===== config.mk =====
export PLATFORM = sky130hd
export DESIGN_NAME = ccp_chopper
export DESIGN_NICKNAME = d
export VERILOG_FILES = /design/src/ccp_pkg.sv /design/src/ccp_wb_regs.sv /design/src/ccp_chopper.sv
export SDC_FILE = /design/constraint.sdc
export NUM_CORES = 1
export LEC_CHECK = 0
export BUFFER_PORTS_ARGS = -buffer_cell sky130_fd_sc_hd__buf_2
export CORE_MARGIN = 5
export CORE_UTILIZATION = 41
export DETAILED_ROUTE_END_ITERATION = 7
export PLACE_DENSITY = 0.65
export SETUP_SLACK_MARGIN = 0.02
export SYNTH_ARGS = -nofsm -noshare
export SYNTH_HDL_FRONTEND = slang
export SYNTH_SLANG_ARGS = --single-unit

===== constraint.sdc =====
create_clock -name clk_in -period 3.35 [get_ports clk_in]
set_input_delay 0.67 -clock clk_in [delete_from_list [all_inputs] [get_ports clk_in]]
set_output_delay 0.67 -clock clk_in [all_outputs]
set_load 0.02 [all_outputs]

===== src/ccp_pkg.sv =====
// Shared types, register map and timing counts for the coil chopper.
// Assumes one 200 MHz system clock; all counts are in its cycles.
package ccp_pkg;

    // ***************************************************
    // Register map
    // ***************************************************
    localparam logic [7:0]  CTRL_ADR = 8'h00;
    localparam logic [7:0]  STAT_ADR = 8'h04;
    localparam int unsigned CFG_W    = 18;
    localparam logic [17:0] CTRL_RST = 18'h00000;
    localparam logic [7:0]  LFSR_SEED = 8'h5a;

    // ***************************************************
    // Timing counts
    // ***************************************************
    localparam logic [9:0]        SLOW_BASE = 10'h018;
    localparam logic [3:0]        DEC_LAST  = 4'hf;
    localparam logic signed [5:0] END_BIAS  = 6'sh03;
    localparam logic [5:0]        BLANK_0   = 6'h10;
    localparam logic [5:0]        BLANK_1   = 6'h18;
    localparam logic [5:0]        BLANK_2   = 6'h24;
    localparam logic [5:0]        BLANK_3   = 6'h36;

    // ***************************************************
    // Types
    // ***************************************************
    typedef enum logic [1:0] {
        PH_OFF  = 2'b00,
        PH_ON   = 2'b01,
        PH_FAST = 2'b10,
        PH_SLOW = 2'b11
    } ccp_phase_e;

    // Control word, msb first: bit 17 down to bit 0
    typedef struct packed {
        logic       fullstep;
        logic [1:0] blank_time_select;
        logic       chm;
        logic       rndtf;
        logic       dis_fd_cmp;
        logic       fast_decay_extra_bit;
        logic [3:0] hysteresis_end_field;
        logic [2:0] hysteresis_start_field;
        logic [3:0] off_time_setting;
    } ccp_cfg_s;

    typedef struct packed {
        logic above;
        logic below;
        logic neg;
    } ccp_sense_s;

    typedef struct packed {
        ccp_phase_e        ph;
        logic signed [5:0] hyst;
    } ccp_drive_s;

    typedef struct packed {
        ccp_phase_e        ph;
        logic              second;
        logic [9:0]        tmr;
        logic [5:0]        blank;
        logic signed [5:0] hyst;
        logic [3:0]        dec;
    } ccp_coil_s;

    typedef struct packed {
        ccp_coil_s [1:0] coil;
        logic [7:0]      lfsr;
    } ccp_state_s;

    typedef struct packed {
        ccp_cfg_s    cfg;
        logic        ack;
        logic [31:0] dat;
    } ccp_regs_s;

    // ***************************************************
    // Helpers
    // ***************************************************
    function automatic logic [5:0] blank_len(input logic [1:0] sel);
        logic [5:0] r;
        unique case (sel)
            2'd0: r = BLANK_0;
            2'd1: r = BLANK_1;
            2'd2: r = BLANK_2;
            2'd3: r = BLANK_3;
        endcase
        return r;
    endfunction

    function automatic logic [9:0] slow_len(input logic [3:0] off_t,
                                            input logic [2:0] rnd);
        return SLOW_BASE + {1'b0, off_t, 5'h00} + {7'h00, rnd};
    endfunction

    function automatic logic [9:0] fd_len(input ccp_cfg_s c);
        return {1'b0, c.fast_decay_extra_bit, c.hysteresis_start_field, 5'h00};
    endfunction

    function automatic logic signed [5:0] hyst_end(input logic [3:0] end_fld);
        return $signed({2'b00, end_fld}) - END_BIAS;
    endfunction

    function automatic logic signed [5:0] hyst_start(input logic [2:0] hs,
                                                     input logic [3:0] he);
        return hyst_end(he) + $signed({3'b000, hs}) + 6'sh01;
    endfunction

endpackage


===== src/ccp_wb_regs.sv =====
// Wishbone classic slave holding the chopper control word.
// Assumes a master that holds each request until it sees ack.
`timescale 1ns/1ps
module ccp_wb_regs
    import ccp_pkg::*;
(
    input  wire logic                 clk_in,
    input  wire logic                 rst_n_in,
    input  wire logic                 wb_cyc_in,
    input  wire logic                 wb_stb_in,
    input  wire logic                 wb_we_in,
    input  wire logic [7:0]           wb_adr_in,
    input  wire logic [3:0]           wb_sel_in,
    input  wire logic [31:0]          wb_dat_in,
    input  wire ccp_pkg::ccp_drive_s [1:0] status_in,
    output      ccp_pkg::ccp_cfg_s    cfg_out,
    output      logic                 wb_ack_out,
    output      logic [31:0]          wb_dat_out
);
    import ccp_pkg::*;

    ccp_regs_s q;
    ccp_regs_s d;

    // ***************************************************
    // Access decode
    // ***************************************************
    // One wait state; ack gated by itself so it drops after one cycle
    always_comb begin
        logic [31:0] w;
        w     = {14'h0000, q.cfg};
        d     = q;
        d.ack = 1'b0;
        if (wb_cyc_in && wb_stb_in && !q.ack) begin
            d.ack = 1'b1;
            d.dat = 32'h00000000;
            if (wb_adr_in == CTRL_ADR) begin
                d.dat = w;
                if (wb_we_in) begin
                    for (int b = 0; b < 4; b++) begin
                        if (wb_sel_in[b]) begin
                            w[8*b +: 8] = wb_dat_in[8*b +: 8];
                        end
                    end
                    d.cfg = w[CFG_W-1:0];
                end
            end else if (wb_adr_in == STAT_ADR) begin
                d.dat = {16'h0000, status_in};
            end
        end
    end

    // Register the whole state
    always_ff @(posedge clk_in) begin
        if (!rst_n_in) begin
            q <= '{cfg: CTRL_RST, ack: 1'b0, dat: 32'h00000000};
        end else begin
            q <= d;
        end
    end

    assign cfg_out    = q.cfg;
    assign wb_ack_out = q.ack;
    assign wb_dat_out = q.dat;

endmodule


===== src/ccp_chopper.sv =====
// Two-coil chopper phase sequencer with Wishbone control registers.
// Assumes comparator inputs synchronous to clk_in and bridge logic
// that decodes each coil's phase code into transistor gates.
//
// Our own choices: the Wishbone interface to the registers and the address map.
`timescale 1ns/1ps

// Function
// - Working hysteresis drops by one step every 16 clocks during a cycle.
// - Each cycle loads start plus end, decrements until cycle end or end value.
// - End field is biased by three: 3 is zero, below negative, above positive.
// - Start field adds to end value and counts one more than its raw value.
// - Off-time mode: on phase ends on comparator, then a timed fast decay.
// - Mode 1 fast decay length comes from extra bit and start field.
// - Off-time mode reuses end field as a signed zero-crossing offset.
// - Fast decay may end early on negative current unless comparator disabled.
// - Random enable modulates slow decay length from a pseudo-random generator.
// - Full stepping forces the off-time chopper whatever the mode bit says.
// - Both coil choppers run independently with no cycle synchronisation.
// - Slow decay lasts 24 plus 32 times off time; zero freewheels.
// - Comparator masked for 16, 24, 36 or 54 clocks after switching.
// - Mode 0 cycles on, slow, fast, slow; mode 1 on, fast, slow.
module ccp_chopper
    import ccp_pkg::*;
(
    input  wire logic                      clk_in,
    input  wire logic                      rst_n_in,
    input  wire logic                      wb_cyc_in,
    input  wire logic                      wb_stb_in,
    input  wire logic                      wb_we_in,
    input  wire logic [7:0]                wb_adr_in,
    input  wire logic [3:0]                wb_sel_in,
    input  wire logic [31:0]               wb_dat_in,
    input  wire ccp_pkg::ccp_sense_s [1:0] sense_in,
    output      logic                      wb_ack_out,
    output      logic [31:0]               wb_dat_out,
    output      ccp_pkg::ccp_drive_s [1:0] coil_out
);
    import ccp_pkg::*;

    ccp_state_s       q;
    ccp_state_s       d;
    ccp_cfg_s         cfg;
    logic             cmode;
    ccp_drive_s [1:0] drive;

    // ***************************************************
    // Register slave
    // ***************************************************
    ccp_wb_regs ccp_wb_regs_inst (
        .clk_in     (clk_in),
        .rst_n_in   (rst_n_in),
        .wb_cyc_in  (wb_cyc_in),
        .wb_stb_in  (wb_stb_in),
        .wb_we_in   (wb_we_in),
        .wb_adr_in  (wb_adr_in),
        .wb_sel_in  (wb_sel_in),
        .wb_dat_in  (wb_dat_in),
        .status_in  (drive),
        .cfg_out    (cfg),
        .wb_ack_out (wb_ack_out),
        .wb_dat_out (wb_dat_out)
    );

    // ***************************************************
    // Mode select
    // ***************************************************
    // fullstep forces off-time
    assign cmode = cfg.chm | cfg.fullstep;

    // Switch phase: restart blanking and load the phase timer
    function automatic ccp_coil_s go(input ccp_coil_s c,
                                     input ccp_phase_e ph,
                                     input logic [9:0] tmr,
                                     input logic [1:0] bsel);
        ccp_coil_s r;
        r = c;
        r.ph = ph;
        r.tmr = tmr;
        r.blank = blank_len(bsel) - 6'h01;
        return r;
    endfunction

    // ***************************************************
    // Phase sequencers
    // ***************************************************
    // Each coil steps on its own state; only config and lfsr are shared
    always_comb begin
        ccp_coil_s  cs;
        ccp_coil_s  n;
        logic       open;
        logic [2:0] rnd;
        logic [9:0] slow_t;
        cs = '0;
        n = '0;
        open = 1'b0;
        d = q;
        d.lfsr = {q.lfsr[6:0], q.lfsr[7] ^ q.lfsr[5] ^ q.lfsr[4] ^ q.lfsr[3]};
        rnd = cfg.rndtf ? q.lfsr[2:0] : 3'h0;
        slow_t = slow_len(cfg.off_time_setting, rnd) - 10'h001;
        for (int c = 0; c < 2; c++) begin
            cs = q.coil[c];
            n = cs;
            open = (cs.blank == 6'h00);
            if (!open) begin
                n.blank = cs.blank - 6'h01;
            end
            if (cs.tmr != 10'h000) begin
                n.tmr = cs.tmr - 10'h001;
            end
            if (!cmode && cs.ph != PH_OFF) begin
                n.dec = cs.dec + 4'h1;
                if (cs.dec == DEC_LAST &&
                    cs.hyst > hyst_end(cfg.hysteresis_end_field)) begin
                    n.hyst = cs.hyst - 6'sh01;
                end
            end
            if (cfg.off_time_setting == 4'h0) begin
                n.ph = PH_OFF;
            end else begin
                unique case (cs.ph)
                    PH_OFF: begin
                        n = go(n, PH_ON, 10'h000, cfg.blank_time_select);
                    end
                    PH_ON: begin
                        if (open && sense_in[c].above) begin
                            n.second = cmode;
                            // fast decay length zero skips it
                            if (cmode && fd_len(cfg) != 10'h000) begin
                                n = go(n, PH_FAST, fd_len(cfg) - 10'h001,
                                       cfg.blank_time_select);
                            end else begin
                                n = go(n, PH_SLOW, slow_t, cfg.blank_time_select);
                            end
                        end
                    end
                    PH_FAST: begin
                        if (cmode) begin
                            if (cs.tmr == 10'h000 ||
                                (open && !cfg.dis_fd_cmp && sense_in[c].neg)) begin
                                n = go(n, PH_SLOW, slow_t, cfg.blank_time_select);
                            end
                        end else if (open && sense_in[c].below) begin
                            n = go(n, PH_SLOW, slow_t, cfg.blank_time_select);
                            n.second = 1'b1;
                        end
                    end
                    PH_SLOW: begin
                        if (cs.tmr == 10'h000) begin
                            // first slow decay leads to fast decay
                            if (!cmode && !cs.second) begin
                                n = go(n, PH_FAST, 10'h000, cfg.blank_time_select);
                            end else begin
                                n = go(n, PH_ON, 10'h000, cfg.blank_time_select);
                            end
                        end
                    end
                endcase
                if (n.ph == PH_ON && cs.ph != PH_ON) begin
                    n.dec = 4'h0;
                    n.second = 1'b0;
                    n.hyst = cmode ? hyst_end(cfg.hysteresis_end_field)
                                   : hyst_start(cfg.hysteresis_start_field,
                                                cfg.hysteresis_end_field);
                end
            end
            d.coil[c] = n;
        end
    end

    // Register the whole state
    always_ff @(posedge clk_in) begin
        if (!rst_n_in) begin
            q <= '{coil: '0, lfsr: LFSR_SEED};
        end else begin
            q <= d;
        end
    end

    // ***************************************************
    // Outputs
    // ***************************************************
    // Phase and hysteresis straight from the state flops
    always_comb begin
        for (int c = 0; c < 2; c++) begin
            drive[c].ph = q.coil[c].ph;
            drive[c].hyst = q.coil[c].hyst;
        end
    end
    assign coil_out = drive;

    for (genvar c = 0; c < 2; c++) begin : g_chk

    end
endmodule


# Word level (Yosys, flattened, before mapping)
# Index checks and enable logic that the tools add are counted.
# totals
ff_bits,117
in_bits,55
out_inout_bits,49
# op_classes
addsub,29
magnitude_cmp,2
n_eq_ne,26
muxes,88
bitwise_logic,6
reduce_logical,46
# ops
operator,n
$mux W29,14
$mux W6,55
$pmux W29 S4,2
$sub A6 B1 Y6 const B,16
$mux W10,6
$mux W28,2
$mux W26,2
$mux W33,1
$sub A10 B1 Y10 const B,3
$ne A4 B4 Y1 const B,6
$pmux W6 S4,1
$logic_not A10 Y1,2
$reduce_bool A10 Y1,2
$logic_and A1 B1 Y1,19
$mux W18,1
$mux W16,1
$eq A2 B2 Y1 const B,6
$gt A6 B5 Y1,2
$logic_not A6 Y1,2
$ne A3 B3 Y1 const B,4
$reduce_and A4 Y1,3
$reduce_and A6 Y1,2
$sub A6 B2 Y6 const B,2
$add A10 B3 Y10,1
23 further kinds,42

# Logic depth before layout (Yosys ltp)
# logic_depth
ltp_word,17
mapped_depth,11

# Hierarchy
# A second synthesis with hierarchy kept.
# unflattened
hier_cells,861
hier_area_um2,6819.0
# by_module_without_submodules
mod,n_inst,cells_each,area_per_inst_um2
ccp_chopper,1,677,5029.8
ccp_wb_regs,1,184,1789.2

# Worst setup path after synthesis
# Ideal clock, no wire load.
# synth_path
path_type,reg2reg
startpoint,"register ccp_wb_regs_inst.q, in the netlist ccp_wb_regs_inst.cfg_out[7]"
endpoint,"register q, in the netlist coil_out[11]"
t_arrival_ns,2.593
path_slack_ns,0.672
path_stages_with_launch,10
path_buffers,0
path_cell_list,dfxtp_1 -> ha_1 -> or3_1 -> ha_1 -> or4b_2 -> o211ai_1 -> a211oi_1 -> nand2_1 -> xor2_1 -> a211oi_1
# synth_via
elab_chain_cells,11
# synth_lines
element,line,source
start: declaration,ccp_wb_regs.sv:22,ccp_regs_s q;
start signal: assignment,ccp_wb_regs.sv:56,"q <= '{cfg: CTRL_RST, ack: 1'b0, dat: 32'h00000000};"
$sub A4 B2 Y5 *,ccp_pkg.sv:103,"return $signed({2'b00, end_fld}) - END_BIAS;"
$gt A6 B5 Y1,ccp_chopper.sv:114,cs.hyst > hyst_end(cfg.hysteresis_end_field)) begin
$logic_and A1 B1 Y1,ccp_chopper.sv:113,if (cs.dec == DEC_LAST &&
$mux W6,ccp_chopper.sv:113,
$mux W10,ccp_chopper.sv:111,if (!cmode && cs.ph != PH_OFF) begin
"$mux W29, or another cell as far along",ccp_chopper.sv:151,if (!cmode && !cs.second) begin
$mux W29 (on tied branches),"ccp_chopper.sv:149, ccp_chopper.sv:126, ccp_chopper.sv:138",
$pmux W29 S4,ccp_chopper.sv:121,unique case (cs.ph)
$mux W29,ccp_chopper.sv:118,if (cfg.off_time_setting == 4'h0) begin
$mux W10,ccp_chopper.sv:159,if (n.ph == PH_ON && cs.ph != PH_ON) begin
$mux W26 *,ccp_chopper.sv:118,
end signal: assignment,ccp_chopper.sv:174,"q <= '{coil: '0, lfsr: LFSR_SEED};"
end: declaration,ccp_chopper.sv:41,ccp_state_s q;
# Mark *: on every way between the ends. The rest lies on a longest branch, timed or not. The select of a mux whose other input is x is not followed.
# A chain may end at the register's enable or synchronous reset.

# Worst setup path after layout
# layout_path
startpoint,"register ccp_wb_regs_inst.q, in the netlist ccp_wb_regs_inst.cfg_out[7]"
endpoint,"register q, in the netlist coil_out[10]"
# Same word-level chain as after synthesis.

==> run_results.csv <==
group,metric,value,unit
sta,tightest_slew,0.894,ns
pwr,clockPowerShare,28.9,%
drt,viasPerCell,5.65,
critical_path,arrival,3.14,ns
clock_network,postCtsSetupBuffers,0,
floorplan,start_util,42.0,%
critical_path,r2r-start,"ccp_wb_regs_inst.cfg_out[7]",
global_route,grt_pass1_vias,5526,
final_layout,n_fill_cell,1452,
drt,vias,5733,
clock_network,clkTransAtPathRegs,0.07,ns
critical_path,critPathMostFrequentCell,"ha_1",
placed_design,finalWeightedCongestion,0.865,
sta,finalCriticalPeriod,2.93,ns
synth,ys_types,66,
critical_path,cp-end-kind,"flip-flop",
floorplan,pin_count,104,
global_route,antenna_found_initial,0,
pwr,combPwrFrac,32.9,%
pwr,power.internal,2.60,mW
floorplan,die_w,132,um
pwr,power.density,576,mW/mm2
sta,setup_viol,0,
floorplan,die_h,132,um
sta,tns,0,ns
clock_network,holdBufCountCts,0,
drt,ant_nets,0,
global_route,grt_pass1_wl,28500,um
pwr,p_leak,2.68,nW
pwr,p_sw_share,34.0,%
worst_hold_path,hold_class,"flip-flop to flip-flop",
critical_path,start_kind,"flip-flop",
global_route,grt_usage,19.8,%
pwr,switchingPower,1.34,mW
synth,synthCells,777,
run_status,status,"finished, final reports clean",
final_layout,ff_latch_area,0.00206,mm2
synth,synth-edff-count,0,
worst_hold_path,hold-path-cell-count,1,
global_route,grt_overflow,0,
global_route,grt_max_degree,41,
critical_path,critPathMaxStageDelay,0.67,ns
floorplan,die-area,0.0175,mm2
sta,slew_headroom,40.4,%
synth,async_reset_ff_share,0,%
critical_path,crit_type,"flip-flop to flip-flop",
clock_network,cts_resized,0,
floorplan,row_count,44,
sta,fmaxAchievable,341,MHz
final_layout,area_growth,11.7,%
clock_network,clock-root-buffer,"clkbuf_16",
critical_path,rr_worst_depth,10,
synth,synth_ff_type,"dfxtp_1",
pwr,power_frac_seq,38.2,%
critical_path,r2r_slack,0.42,ns
clock_network,cts_tree,"built",
critical_path,crit_slowest_cell,"or4b_2",
critical_path,path_max_fanout,7,
sta,hold_ws,0.439,ns
final_layout,drive_gt1_share,13.8,%
sta,finalCritPeriodShare,87.6,%
clock_network,cts_sinks,103,
critical_path,crit_chain,"ha_1 > or3_1 > ha_1 > or4b_2 > o211ai_1 > a211oi_1 > buf_4 > nand2_1 > xor2_1 > o22ai_1",
drt,drc,0,
clock_network,clkLatencyLatePin,0.35,ns
drt,routedWlPerCell,17.1,um
clock_network,cts_buffer_depth,2,
synth,synth.avg_cell_area,7.88,um2
run,cap_violations,0,
final_layout,multi_input_area,0.00365,mm2
placed_design,io_buffers,74,
pwr,power,3.94,mW
final_layout,fin_nets,913,
placed_design,dp_hpwl,12900,um
drt,drt_iter0_markers,361,
final_layout,design_area,0.00684,mm2
clock_network,cts_buffers,9,
drt,totalWireLength,17400,um
worst_hold_path,holdPathEnd,"q[7]",
synth,synth_seq_area_share,33.7,%
pwr,ir_worst_vdd,290,uV
final_layout,num_antenna_cells,0,
floorplan,coreArea,0.0146,mm2
sta,rsz0062_at_grt,"no",
sta,drv_slew,0,
drt,first_pass_iters,5,
sta,finalHoldViolCount,0,
clock_network,h-tree-depth,3,
sta,fin_skew,0.0104,ns
synth,synth_area,0.00613,mm2
placed_design,place_area,0.00652,mm2
critical_path,required,3.56,ns
synth,synth_warnings,0,
worst_hold_path,hold_start,"d[7]",
critical_path,r2r-end,"coil_out[10]",
synth,synth-seq-cells,103,
cell usage in the layout (no fill, tap or decap), types with 8 or more instances in the layout:
cell / n
a211oi_1: 8
a21oi_1: 71
a22oi_1: 22
a31oi_1: 9
buf_2: 74
buf_4: 13
clkbuf_16: 9
conb_1: 14
dfxtp_1: 103
ha_1: 31
inv_1: 28
nand2_1: 101
nand2b_1: 12
nand3_1: 18
nand4_1: 11
nor2_1: 57
nor2b_1: 11
nor3_1: 25
nor4_1: 9
o211ai_1: 8
o21ai_0: 37
o22ai_1: 16
xnor2_1: 21
xor2_1: 20
sequential cells by signal, summed over array words and instances (netlist names):
| register | count |
|---|---|
| d | 7 |
| ccp_wb_regs_inst.wb_dat_out | 18 |
| coil_out | 16 |
| q | 43 |
| ccp_wb_regs_inst.wb_ack_out | 1 |
| ccp_wb_regs_inst.cfg_out | 18 |
worst max-delay path by stage:
stage	startpoint	depth (start not counted)	endpoint
CTS	ccp_wb_regs_inst.cfg_out[7]	10	coil_out[10]
global placement	ccp_wb_regs_inst.cfg_out[7]	10	coil_out[12]
global route	ccp_wb_regs_inst.cfg_out[7]	10	coil_out[10]
floorplan	ccp_wb_regs_inst.cfg_out[7]	9	coil_out[11]
finish	ccp_wb_regs_inst.cfg_out[7]	10	coil_out[10]
detailed placement	ccp_wb_regs_inst.cfg_out[7]	10	coil_out[13]
cell type report:
class	instances	share of cell area [%]
clock buffer	11	3.55
multi-input combinational	596	53.3
tap	184	3.37
clock inverter	5	1.19
inverter	29	1.59
sequential	103	30.1
timing repair buffer	87	6.84
layer usage:
layer	share of wire, %	up-vias	global-route usage, %
met1	45	2712	26.2
met2	48	145	32.7
met3	4.9	22	4.08
met5	0	-	0
li1	-	2854	-
met4	1.8	0	5.88
power by group through the flow:
stage	logic (mW)	registers [mW]	clock network (mW)
after global routing	1.46	1.53	1.22
after detailed placement	1.27	1.53	0
after floorplan	1.05	1.49	0
after CTS	1.29	1.50	1.17
after global placement	1.27	1.53	0
final	1.30	1.50	1.14
cell usage after synthesis (3+ instances only):
| master | instances | area share, % |
|---|---|---|
| nor2_1 | 57 | 3.5 |
| dfxtp_1 | 103 | 34 |
| o21ai_0 | 37 | 3.0 |
| or3_1 | 5 | 0.51 |
| a22oi_1 | 22 | 2.7 |
| o21a_1 | 5 | 0.61 |
| mux2i_1 | 7 | 1.1 |
| a31oi_1 | 9 | 0.92 |
| o32ai_1 | 4 | 0.57 |
| nand3_1 | 18 | 1.5 |
| nor3b_1 | 4 | 0.49 |
| o31ai_1 | 7 | 0.86 |
| mux2_2 | 4 | 0.74 |
| xor2_1 | 20 | 2.9 |
| nand4_1 | 11 | 1.1 |
| nand2_1 | 101 | 6.2 |
| o211ai_1 | 8 | 0.98 |
| clkbuf_1 | 28 | 1.7 |
| o21ai_1 | 4 | 0.33 |
| a211oi_1 | 8 | 0.98 |
| or2_2 | 4 | 0.41 |
| a221oi_1 | 3 | 0.43 |
| and2_1 | 6 | 0.61 |
| o22ai_1 | 16 | 1.6 |
| buf_4 | 30 | 3.7 |
| inv_1 | 28 | 1.7 |
| nor4_1 | 9 | 0.92 |
| nand2b_1 | 12 | 1.2 |
| nor2b_1 | 11 | 1.1 |
| a21oi_1 | 71 | 5.8 |
| nor3_1 | 25 | 2.0 |
| a21o_1 | 4 | 0.49 |
| ha_1 | 31 | 6.3 |
| o31a_1 | 3 | 0.43 |
| xnor2_1 | 21 | 3.0 |
critical path: cells and delay by family (launching register included):
kind	cells	cell delay, ns
simple gates	3	1.19
fa+ha+maj	2	0.57
flops	1	0.38
compound gates	3	0.33
buf+inv	1	0.17
xor+xnor	1	0.16
cell families after synthesis:
| kind of cell | after synthesis | share of synthesized area (%) |
|---|---|---|
| muxes | 11 | 1.88 |
| xor gates and xnor gates | 41 | 5.86 |
| buffers and inverters | 91 | 7.60 |
| adders and majority gates | 32 | 6.66 |
| and+or+nand+nor | 276 | 21.4 |
| other | 1 | 0.0612 |
| AOI/OAI and AO/OA | 222 | 22.9 |
| DFF | 103 | 33.7 |
stage by stage:
| step | setup slack [ns] | std cells | utilization [%] |
|---|---|---|---|
| after floorplan | 0.672 | 790 | - |
| after global placement | 0.532 | 999 | 44.7 |
| after detailed placement | 0.481 | 999 | 44.7 |
| after CTS | 0.419 | 1015 | 46.9 |
| after global routing | 0.262 | 1015 | 46.9 |
| final | 0.416 | 1015 | 46.9 |
Note: power is estimated with default switching activity, not from simulation.
